`src/arps_consts.vh`:
```
// Purpose: Shared constants for the result port mode select block
// Assumes: Included by bare name from design files
// Notes: Definitions only
`ifndef ARPS_CONSTS_VH
`define ARPS_CONSTS_VH
`define ARPS_RES_W 16
`define ARPS_BYTE_W 8
`define ARPS_FIFO_DEPTH 16
`define ARPS_FIFO_AW 4
`define ARPS_HI_LO 15
`define ARPS_BIT14 14
`define ARPS_BIT15 15
`define ARPS_MODE_WORD 2'h0
`define ARPS_MODE_BYTE 2'h1
`define ARPS_MODE_SER 2'h2
`define ARPS_SYNC_N 6
`define ARPS_SYNC_RST 6'h03
`endif

```
`src/arps_fifo.v`:
```
// Purpose: Result FIFO with valid/ready on both sides
// Assumes: Single clock, asynchronous active-high reset
// Notes: Full and empty are exact; storage is a register array
`timescale 1ns/10ps
module arps_fifo #(
    parameter WIDTH = 16,
    parameter DEPTH = 16,
    parameter AW = 4
) (
    input wire clk,
    input wire reset,
    input wire [WIDTH-1:0] in_data,
    input wire in_valid,
    output wire in_ready,
    output wire [WIDTH-1:0] out_data,
    output wire out_valid,
    input wire out_ready
);
    reg [WIDTH-1:0] mem [0:DEPTH-1];
    reg [AW-1:0] wr_ptr_r;
    reg [AW-1:0] rd_ptr_r;
    reg [AW:0] count_r;
    reg [AW:0] count_nxt;
    reg in_ready_r;
    wire push;
    wire pop;

    // ----------------------------------------------------------------
    // Handshake
    // ----------------------------------------------------------------
    assign in_ready = in_ready_r; // Flop, so the port output is clean
    assign out_valid = (count_r != {(AW+1){1'b0}});
    assign out_data = mem[rd_ptr_r];
    assign push = in_valid & in_ready;
    assign pop = out_valid & out_ready;

    // Next occupancy, shared by the count and the registered ready
    always @* begin
        count_nxt = count_r;
        if (push & ~pop) begin
            count_nxt = count_r + 1'b1;
        end else if (pop & ~push) begin
            count_nxt = count_r - 1'b1;
        end
    end

    // Storage has no reset; only pointers, count and ready need a defined value
    always @(posedge clk) begin
        if (push) begin
            mem[wr_ptr_r] <= in_data;
        end
    end

    // Pointers and occupancy
    always @(posedge clk or posedge reset) begin
        if (reset) begin
            wr_ptr_r <= {AW{1'b0}};
            rd_ptr_r <= {AW{1'b0}};
            count_r <= {(AW+1){1'b0}};
            in_ready_r <= 1'b1;
        end else begin
            if (push) begin
                wr_ptr_r <= (wr_ptr_r == DEPTH[AW-1:0] - 1'b1) ?
                    {AW{1'b0}} : wr_ptr_r + 1'b1;
            end
            if (pop) begin
                rd_ptr_r <= (rd_ptr_r == DEPTH[AW-1:0] - 1'b1) ?
                    {AW{1'b0}} : rd_ptr_r + 1'b1;
            end
            count_r <= count_nxt;
            in_ready_r <= (count_nxt != DEPTH[AW:0]);
        end
    end
endmodule // arps_fifo

```
`src/arps_port.v`:
```
// Purpose: Result port mode select and parallel word/byte read sequencer
// Assumes: Host pins are asynchronous and pass two flip-flops first
// Notes: Serial shifting itself lives elsewhere; this block only
//        flags serial mode and keeps the data lines quiet then
//        Latency: pins pass two sync stages, the word is fetched on
//        the next edge and the lines are driven one edge later, so a
//        host strobe must last well over four clocks
//        Limitation: an empty buffer repeats the last word and raises
//        the underrun flag rather than stalling the host
`timescale 1ns/10ps
`include "arps_consts.vh"
module arps_port #(
    parameter RES_W = `ARPS_RES_W,
    parameter DEPTH = `ARPS_FIFO_DEPTH,
    parameter AW = `ARPS_FIFO_AW
) (
    input wire clk,
    input wire reset,
    input wire [RES_W-1:0] result_data,
    input wire result_valid,
    output wire result_ready,
    input wire chip_select_n,
    input wire read_n,
    input wire interface_select,
    input wire byte_mode_in,
    input wire high_byte_first,
    input wire reference_select,
    output reg [RES_W-1:0] data_out_r,
    output reg [RES_W-1:0] data_oe_r,
    output reg internal_ref_en_r,
    output reg serial_mode_r,
    output reg byte_mode_r,
    output reg read_underrun_r
);
    // Raw host pins in one vector so every pin gets the same two-stage
    // synchroniser; the first stage is read only by the second
    localparam [`ARPS_SYNC_N-1:0] SYNC_RST = `ARPS_SYNC_RST;
    wire [`ARPS_SYNC_N-1:0] pin_raw;
    wire [`ARPS_SYNC_N-1:0] pin_sync;
    wire cs_n_sync;
    wire rd_n_sync;
    wire is_sync;
    wire bm_sync;
    wire hb_sync;
    wire rs_sync;
    // Sequencer state
    reg access_d_r;
    reg second_byte_r;
    reg [RES_W-1:0] held_r;
    reg held_valid_r;
    reg [1:0] mode_r;
    reg [1:0] mode_nxt;
    // Decode and buffer nets
    wire access;
    wire access_rise;
    wire access_fall;
    wire parallel;
    wire [RES_W-1:0] fifo_data;
    wire fifo_valid;
    wire fifo_pop;
    wire [`ARPS_BYTE_W-1:0] byte_sel;
    wire hi_now;

    // ----------------------------------------------------------------
    // Result buffer
    // ----------------------------------------------------------------
    // Sixteen words decouple the converter from the host read pace;
    // the converter side stalls on a full buffer rather than dropping
    arps_fifo #(
        .WIDTH(RES_W),
        .DEPTH(DEPTH),
        .AW(AW)
    ) u_fifo (
        .clk(clk),
        .reset(reset),
        .in_data(result_data),
        .in_valid(result_valid),
        .in_ready(result_ready),
        .out_data(fifo_data),
        .out_valid(fifo_valid),
        .out_ready(fifo_pop)
    );

    // ----------------------------------------------------------------
    // Pin synchronisers
    // ----------------------------------------------------------------
    // Host pins are asynchronous to clk. Strobes leave reset idle high
    // and levels idle low, so no false access follows reset
    assign pin_raw = {reference_select, high_byte_first, byte_mode_in,
        interface_select, read_n, chip_select_n};
    assign {rs_sync, hb_sync, bm_sync, is_sync, rd_n_sync, cs_n_sync} =
        pin_sync;

    // All pins share the same two stages, so a mode pin and a strobe
    // that change together are seen in the same cycle
    genvar g;
    generate
        for (g = 0; g < `ARPS_SYNC_N; g = g + 1) begin : g_sync
            reg s1_r;
            reg s2_r;
            // One pin, two flip-flops
            always @(posedge clk or posedge reset) begin
                if (reset) begin
                    s1_r <= SYNC_RST[g];
                    s2_r <= SYNC_RST[g];
                end else begin
                    s1_r <= pin_raw[g];
                    s2_r <= s1_r;
                end
            end
            assign pin_sync[g] = s2_r;
        end
    endgenerate

    // ----------------------------------------------------------------
    // Mode decode
    // ----------------------------------------------------------------
    // Byte-mode input only matters with interface select high
    always @* begin
        if (!is_sync) begin
            mode_nxt = `ARPS_MODE_WORD;
        end else if (bm_sync) begin
            mode_nxt = `ARPS_MODE_BYTE;
        end else begin
            mode_nxt = `ARPS_MODE_SER;
        end
    end

    // Access is gated on the registered mode, which is reloaded every cycle,
    // so a mode pin that moves mid-strobe can split one read across two decodes
    assign parallel = (mode_r != `ARPS_MODE_SER);
    assign access = parallel & ~cs_n_sync & ~rd_n_sync;
    assign access_rise = access & ~access_d_r;
    assign access_fall = ~access & access_d_r;
    // Order input is ignored outside byte mode, so a floating host
    // pin in serial mode cannot disturb anything
    assign hi_now = hb_sync ^ second_byte_r;
    assign byte_sel = hi_now ? held_r[`ARPS_HI_LO:`ARPS_BYTE_W] :
        held_r[`ARPS_BYTE_W-1:0];

    // A new result is fetched at the start of a word read, or of the
    // first byte read; the second byte reuses the held word
    assign fifo_pop = access_rise & ~second_byte_r & fifo_valid;

    // ----------------------------------------------------------------
    // Read sequencer
    // ----------------------------------------------------------------
    // Byte position advances when a read strobe ends, so the host
    // sees stable data for the whole strobe
    always @(posedge clk or posedge reset) begin
        if (reset) begin
            mode_r <= `ARPS_MODE_WORD;
            access_d_r <= 1'b0;
            second_byte_r <= 1'b0;
            held_r <= {RES_W{1'b0}};
            held_valid_r <= 1'b0;
            read_underrun_r <= 1'b0;
        end else begin
            mode_r <= mode_nxt;
            access_d_r <= access;
            // Leaving byte mode always restarts at the first byte
            if (mode_r != `ARPS_MODE_BYTE) begin
                second_byte_r <= 1'b0;
            end else if (access_fall) begin
                second_byte_r <= ~second_byte_r;
            end
            // Hold register keeps the word for both byte reads
            if (fifo_pop) begin
                held_r <= fifo_data;
                held_valid_r <= 1'b1;
            end
            // Empty buffer: old word repeats, flag shows the slip
            if (access_rise & ~second_byte_r) begin
                read_underrun_r <= ~fifo_valid;
            end
        end
    end

    // ----------------------------------------------------------------
    // Pin drivers
    // ----------------------------------------------------------------
    // One cycle after the fetch so the held word is already loaded
    always @(posedge clk or posedge reset) begin
        if (reset) begin
            data_out_r <= {RES_W{1'b0}};
            data_oe_r <= {RES_W{1'b0}};
            internal_ref_en_r <= 1'b0;
            serial_mode_r <= 1'b0;
            byte_mode_r <= 1'b0;
        end else begin
            // Status outputs are registered so every pin comes from a flop
            internal_ref_en_r <= rs_sync;
            serial_mode_r <= (mode_r == `ARPS_MODE_SER);
            byte_mode_r <= (mode_r == `ARPS_MODE_BYTE);
            if (access & access_d_r & held_valid_r) begin
                if (mode_r == `ARPS_MODE_WORD) begin
                    data_out_r <= held_r;
                    data_oe_r <= {RES_W{1'b1}};
                end else begin
                    data_out_r <= {{(RES_W-`ARPS_BYTE_W){1'b0}},
                        byte_sel};
                    data_oe_r <= {{(RES_W-`ARPS_BYTE_W){1'b0}},
                        {`ARPS_BYTE_W{1'b1}}};
                end
            end else begin
                // Outside an access every line is released
                data_out_r <= {RES_W{1'b0}};
                data_oe_r <= {RES_W{1'b0}};
            end
        end
    end
endmodule // arps_port

```
`config.mk`:
```
export PLATFORM = sky130hd
export DESIGN_NAME = arps_port
export DESIGN_NICKNAME = d
export VERILOG_FILES = /design/src/arps_fifo.v /design/src/arps_port.v
export VERILOG_INCLUDE_DIRS = /design/src
export SDC_FILE = /design/constraint.sdc
export NUM_CORES = 1
export LEC_CHECK = 0
export ABC_AREA = 1
export BUFFER_PORTS_ARGS = -buffer_cell sky130_fd_sc_hd__buf_4
export CAP_MARGIN = 20
export CORE_ASPECT_RATIO = 0.8
export CORE_MARGIN = 2
export CORE_UTILIZATION = 40
export DETAILED_ROUTE_END_ITERATION = 7
export GPL_TIMING_DRIVEN = 0
export PLACE_DENSITY = 0.68
export SLEW_MARGIN = 20
export SYNTH_ARGS = -nofsm -noshare
export SYNTH_HDL_FRONTEND = slang
export SYNTH_SLANG_ARGS = --single-unit
```
`constraint.sdc`:
```
create_clock -name clk -period 2.2 [get_ports clk]
set_input_delay 0.22 -clock clk [delete_from_list [all_inputs] [get_ports clk]]
set_output_delay 0.22 -clock clk [all_outputs]
set_load 0.05 [all_outputs]
```
* After elaboration in Yosys (flattened, before gate mapping)
Memories as Yosys holds them, arrays and structs flattened. A register that Yosys moved wholly into a read port is not among the register bits. Cells that the tools add are included.
Operators by class: reduce and logical (&&, ||, !) cells 3, equality and inequality tests 7, bitwise operators 21, $add $sub $neg 4, multiplexer cells 15
Operators by type and width (count):
- $mux W16 | 4
- $and A1 B1 Y1 | 12
- $mux W5 | 2
- $add A4 B1 Y4 const B | 2
- $eq A4 B4 Y1 const B | 2
- $mux W4 | 2
- $mux W8 | 1
- $not A1 Y1 | 8
- $add A5 B1 Y5 const B | 1
- $ne A5 B5 Y1 const B | 1
- $reduce_bool A5 Y1 | 1
- $sub A5 B1 Y5 const B | 1
- $mux W1 | 4
- $mux W2 | 2
- $eq A2 B1 Y1 const B | 1
- $eq A2 B2 Y1 const B | 1
- $logic_not A2 Y1 | 1
- $ne A2 B1 Y1 const B | 1
- $ne A2 B2 Y1 const B | 1
- $reduce_bool A2 Y1 | 1
- $xor A1 B1 Y1 | 1
Storage, ports and cells: RAM bits 256, bits of input ports 25, memories 1, bits in registers 67, word-level logic and storage cells 77, output and inout port bits 37
Memory list:
- u_fifo.mem | words 16, bits a word 16, rd ports 1, clocked after memory_dff 1, wr ports 1, RTL line arps_fifo.v:19 | reg [WIDTH-1:0] mem [0:DEPTH-1];

* Longest topological paths before layout
Gate-level depths: netlist (run 1).
depth after elaboration 11, mapped depth 11, gate-level depth less buffers 11

* Hierarchy
From an unflattened synthesis (run 1), not the netlist that was laid out.
Unflattened totals: cells, all modules 1080, area, all modules 13092.6 um^2
Modules (own cells, without submodules):
- arps_fifo | cells each 856, area each 10934.2 um^2, times used 1, seq. area each 8039.0 um^2
- arps_port | cells each 224, area each 2158.3 um^2, times used 1, seq. area each 1381.3 um^2

* Worst setup path before layout (run 1)
OpenSTA, ideal clock, no wires.
kind reg2reg, from reg u_fifo.in_ready_r (netlist: u_fifo.in_ready), to mem u_fifo.mem[11][0] (enable), stages on the path, launching flop included 3, arrival time 2.151 ns, library setup time 0.409 ns, buffers on the path 0, data required time 1.791 ns, setup slack -0.360 ns, period minus slack after synthesis 2.560 ns, path through dfstp_2 -> nand2_1 -> nor3_1
On the way: longest elaborated chain between the ends 3
RTL lines:
- start: declaration | RTL line arps_fifo.v:24 | reg in_ready_r;
- start signal: assignment | RTL line arps_fifo.v:71 | in_ready_r <= (count_nxt != DEPTH[AW:0]);
- $and A1 B1 Y1 | RTL line arps_fifo.v:34 | assign push = in_valid & in_ready;
- $mux W1 | RTL line arps_fifo.v:49 | if (push) begin
- $mux W1 (not written as such) | RTL line arps_fifo.v:50 | mem[wr_ptr_r] <= in_data;
- end: declaration | RTL line arps_fifo.v:19
Every way passes these cells.

==> metrics.txt, run 1 <==
Slowest-stage cell, CP clkbuf_1; Worst Tran Pin Value 640 ps; post-layout minimum cycle time 2050 ps; initial core utilization 40.4%; P_leak 5.89 nW; wire per inst 19.1 µm; Clock Path Buffers 3; crit path capture type flip-flop; Syn Area/Cell 12.2 µm²; initial antenna violation count 0; grt ovf 0; drt pass-1 iters 5; P per Cell Area 1190 nW/µm²; kind of critical path flip-flop to flip-flop; Worst VDD drop 0.000689 V; worst hold margin -12.1 ps; Die Wd 206 µm; Buffers on Ports 61; largest net degree at the start of global routing 59; 1st-iter DRT viols 965; commonest cells after routing, fill and taps aside 256 x edfxtp_1, 194 x nor2_1, 118 x o21ai_0; CP max stage delay 470 ps; Placement Rows 59; Synth-to-Final Area Change 20.4%; core area 32300 µm²; Seq/Total Area, Yosys 72.1%; root buffer cell clkbuf_16; number of global-route vias before repair 8362; Worst EP required 2680 ps; clk_skew 40.4 ps; max-cap violations 0; Ant. Diodes 0; RSZ-0062 raised after global routing no; status finished, violations left; via count 8578; IO Count 62; gp weighted congestion 0.836; #FFs+latches synth 325; most common cell after layout, fill and taps aside edfxtp_1; final worst slack 154 ps; Synth Instances 1067; Fill cells 2787; DP Area 14200 µm²; Tcrit/Tclk final 93.0%; final setup vio count 0; number of distinct library cells after synthesis 36; routed vias/inst 5.18; final core utilization 48.6%; post-synth net total 1100; Max-Slew Margin vs Limit 57.3%; Clock Latency Late Sink 580 ps; antenna-violating nets left 0; total die area 34100 µm²; synthesized cell area 13100 µm²; nets 1238; worst path cell trace buf_2 > clkbuf_1 > o21ai_0 > o211ai_1 > nand3_1 > nand3_1 > nand2_1 > inv_1; Num CTS Buffers 30; Arrival @ worst endpoint 2530 ps; fin. max-slew vios 0; Achievable Freq 0.489 GHz; Sink Count 325; Post-Place Worst Slack -524 ps; final wirelength 31700 µm; Worst path most repeated cell nand3_1; cell area after layout 15700 µm²; failing checks negative hold slack; CTS H-tree lvls 1; Final Hold Vio Count 11; die height 166 µm; DR DRC count 0; post-DP HPWL 20500 µm; global-route wire length before repair 48800 µm; Worst Hold Class input port to flip-flop; worst-path maximum fanout 10; YS warnings 0; Clock Pin Slew Worst Setup and Hold Paths 70 ps; CTS tree yes; GRT Overall Usage 18.8%; startpoint types flip-flop; layout cells sized above 1 18.9%
## area by class of cell
cell class,instances,area [µm²],area share [%]
clock buffers,45,881,5.60
inverters,57,219,1.39
multi-input cells,616,3110,19.8
plain buffers,69,442,2.81
well taps,427,534,3.40
repair buffers,106,1030,6.56
flip-flops and latches,325,9420,59.9
clock inverters,11,91.3,0.581
## sequential cells by signal, summed over array words and instances (netlist names)
register,cells
u_fifo.mem,256
data_out_r,16
held_r,16
g_sync.s1_r,6
u_fifo.count_r,5
g_sync.s2_r,4
u_fifo.rd_ptr_r,4
u_fifo.wr_ptr_r,4
data_oe_r,2
mode_r,2
access_d_r,1
bm_sync,1
byte_mode_r,1
cs_n_sync,1
held_valid_r,1
internal_ref_en_r,1
read_underrun_r,1
second_byte_r,1
serial_mode_r,1
u_fifo.in_ready,1
## per-layer routing
layer	GRT usage, %	wire, µm	vias up
met1	27.8	14000	4189
met5	0	0	-
li1	-	-	4005
met3	3.17	2550	48
met4	4.69	592	0
met2	29.0	14600	336
## critical path: cells and delay by family, from the launching register on
kind	cells	cell delay, ps
AO/OA/AOI/OAI	2	410
buffers and inverters	3	750
flip-flops	1	360
AND/OR/NAND/NOR	3	470
## cells in the mapped netlist (all sizes together)
master  number  area (µm²)
dfrtp       64        1600
dfstp        5         131
o21ai      157         786
clkinv       1        3.75
o211ai      26         195
buf         54         384
nand3       41         215
inv         56         210
nand4        4        25.0
or2         14        87.6
edfxtp     256        7690
clkbuf      15        57.6
nand2       89         354
o22ai       24         150
a21oi       27         135
nor2       214         837
o21a         1        7.51
nor3         5        41.3
nand3b       1        7.51
xor2         5        43.8
ha           8         100
## path summary, 6_finish.rpt
kind / startpoint / end / cells after the start / slack, ps
min reg2reg: g_sync[2].s1_r / g_sync[2].s2_r / 0 / 350
max reg2reg: u_fifo.rd_ptr_r[1] / held_r[15] / 8 / 150
min in group asynchronous: reset / u_fifo.count_r[0] / 3 / 130
max in group asynchronous: reset / held_r[13] / 4 / 1520
min: result_data[9] / u_fifo.mem[10][9] / 1 / -10
max: u_fifo.rd_ptr_r[1] / held_r[15] / 8 / 150
## power by group
group | switching, mW | leakage, nW | total, mW | internal, mW
Sequential | 0.279 | 3.16 | 7.69 | 7.41
Clock | 2.18 | 0.476 | 5.06 | 2.89
Combinational | 4.10 | 2.25 | 5.97 | 1.87
## through the flow
stage / power (mW) / cells / TNS [ps]
final: 18.7 / 1656 / 0
after global routing: 19.6 / 1656 / 0
after floorplan: 11.4 / 1067 / -11520
after global placement: 13.2 / 1555 / -165740
after detailed placement: 13.4 / 1561 / -90760
after CTS: 18.7 / 1656 / 0
## logic make-up after synthesis
logic type | Yosys count | share of synthesized area (%)
xor gates and xnor gates | 5 | 0.335
DFF | 325 | 72.1
buffers and inverters | 126 | 5.02
AOI/OAI and AO/OA | 235 | 9.75
and+or+nand+nor | 368 | 12.0
adders and majority gates | 8 | 0.766
## repair_timing
item                                    in CTS  in global routing
resized for setup                           16                  1
buffers inserted                            19                  0
hold buffers                                20                  0
hold endpoints to repair                   282                  0
pin swaps                                   12                  0
endpoints found under the setup margin     214                  3
No activity file was read; power rests on OpenSTA's default activity.
==> run 2: changes to the inputs <==
clock period = 1.8 ns   (was 2.2 ns; I/O delays follow)
==> run 2 against run 1 <==
Routed wire length increased by 2.6%; die area unchanged; combinational power increased by 28%; final area increased by 1.3%; the run now ends clean; highest routed layer unchanged; cell count increased by 0.36%; critical path depth increased by 1; global-route usage increased by 0.46 points; register-to-register slack got worse by 100 ps; flip-flop and latch count unchanged; setup slack got worse by 100 ps.
==> metrics.txt, run 2 (same netlist as run 1, synthesis figures left out) <==
worst-path maximum fanout 10; Placement Rows 59; initial antenna violation count 0; post-layout minimum cycle time 1750 ps; GRT Overall Usage 19.3%; CTS tree yes; Clock Path Buffers 3; root buffer cell clkbuf_16; Ant. Diodes 0; CTS H-tree lvls 1; total die area 34100 µm²; hold path cells 4; clk_skew 6.14 ps; Worst VDD drop 0.000908 V; gp weighted congestion 0.831; number of global-route vias before repair 8464; final core utilization 49.3%; final setup vio count 0; P per Cell Area 1450 nW/µm²; grt ovf 0; CP max stage delay 440 ps; via count 8758; Tcrit/Tclk final 97.3%; WL met3 2970 µm; Largest register FFs 256; wl on met1 14200 µm; DR DRC count 0; met2 routed WL 14600 µm; post-DP HPWL 20800 µm; final wirelength 32500 µm; Final Hold Vio Count 0; most common cell after layout, fill and taps aside edfxtp_1; top sig layer met4; Max-Slew Margin vs Limit 59.7%; worst path cell trace inv_2 > buf_6 > buf_4 > nor2_1 > o211ai_1 > nand3_1 > nand3_2 > nand2_1 > inv_1; die height 166 µm; startpoint types flip-flop; Worst EP required 2300 ps; most flop-heavy register u_fifo.mem; DP Area 14200 µm²; cell area after layout 15900 µm²; Worst Hold Class input port to flip-flop; Clock Pin Slew Worst Setup and Hold Paths 60 ps; crit path capture type flip-flop; nets 1244; commonest cells after routing, fill and taps aside 256 x edfxtp_1, 190 x nor2_1, 117 x o21ai_0; Synth-to-Final Area Change 22.0%; core area 32300 µm²; routed vias/inst 5.27; R2R cell count 9; layout cells sized above 1 21.2%; initial core utilization 40.4%; Slowest-stage cell, CP dfrtp_2; Num CTS Buffers 30; Largest regs u_fifo.mem (256), data_out_r (16), held_r (16); max-cap violations 0; antenna-violating nets left 0; P_leak 5.98 nW; Clock Latency Late Sink 560 ps; drt pass-1 iters 5; global-route wire length before repair 49900 µm; Buffers on Ports 61; Achievable Freq 0.571 GHz; largest net degree at the start of global routing 34; kind of critical path flip-flop to flip-flop; Sink Count 325; Die Wd 206 µm; status finished clean; wire per inst 19.6 µm; Arrival @ worst endpoint 2250 ps; 1st-iter DRT viols 1092; RSZ-0062 raised after global routing yes; IO Count 62; fin. max-slew vios 0; Worst Tran Pin Value 605 ps
run 2: metal layers:
layer | GRT usage, % | up-vias
met5 | 0 | -
met4 | 5.84 | 0
met3 | 2.91 | 61
met2 | 29.0 | 378
met1 | 29.0 | 4294
li1 | - | 4025
run 2: cell type report:
type                       count  area, µm²
fill                        2772      16400
sequential                   325       9420
multi-input combinational    616       3160
timing repair buffer         112       1140
clock buffer                  36        815
tap                          427        534
buffer                        69        508
inverter                      57        223
clock inverter                20        123
run 2: final timing paths:
kind / from / endpoint / slack (ps)
max: u_fifo.rd_ptr_r[0] / held_r[8] / 50
min: result_valid / u_fifo.wr_ptr_r[1] / 160
max reg2reg: u_fifo.rd_ptr_r[0] / held_r[8] / 50
min reg2reg: g_sync[4].s1_r / g_sync[4].s2_r / 350
max in group asynchronous: reset / u_fifo.in_ready / 840
min in group asynchronous: reset / data_out_r[5] / 190
run 2: critical path, delay by kind of cell (launching register included):
family / cells / cell delay [ps]
AOI/OAI and AO/OA: 1 / 250
DFF: 1 / 440
buffers and inverters: 4 / 530
and+or+nand+nor: 4 / 480
run 2: report_power, final:
group | total (mW) | leakage (nW) | switching, mW | internal, mW
combinational | 7.65 | 2.36 | 5.16 | 2.49
clock | 6.06 | 0.465 | 2.70 | 3.35
sequential | 9.40 | 3.15 | 0.340 | 9.06
total | 23.1 | 5.98 | 8.20 | 14.9
run 2: repair_timing:
action / CTS / global route
pin swaps: 16 / 1
hold buffers: 23 / 0
setup buffers: 24 / 2
gates resized for setup: 14 / 42
setup endpoints to repair: 273 / 71
hold endpoints to repair: 298 / 0
run 2: metrics by stage:
stage / worst slack [ps] / TNS [ps] / hold WS (ps) / power, mW / std cells
floorplan: -16.7 / -797 / 184 / 14.1 / 1067
global placement: -226 / -40890 / 289 / 16.3 / 1555
detailed placement: -256 / -47150 / 205 / 16.5 / 1557
CTS: 0.796 / 0 / 128 / 22.8 / 1660
global route: -31.2 / -68.7 / 168 / 24.2 / 1662
finish: 48.7 / 0 / 157 / 23.1 / 1662
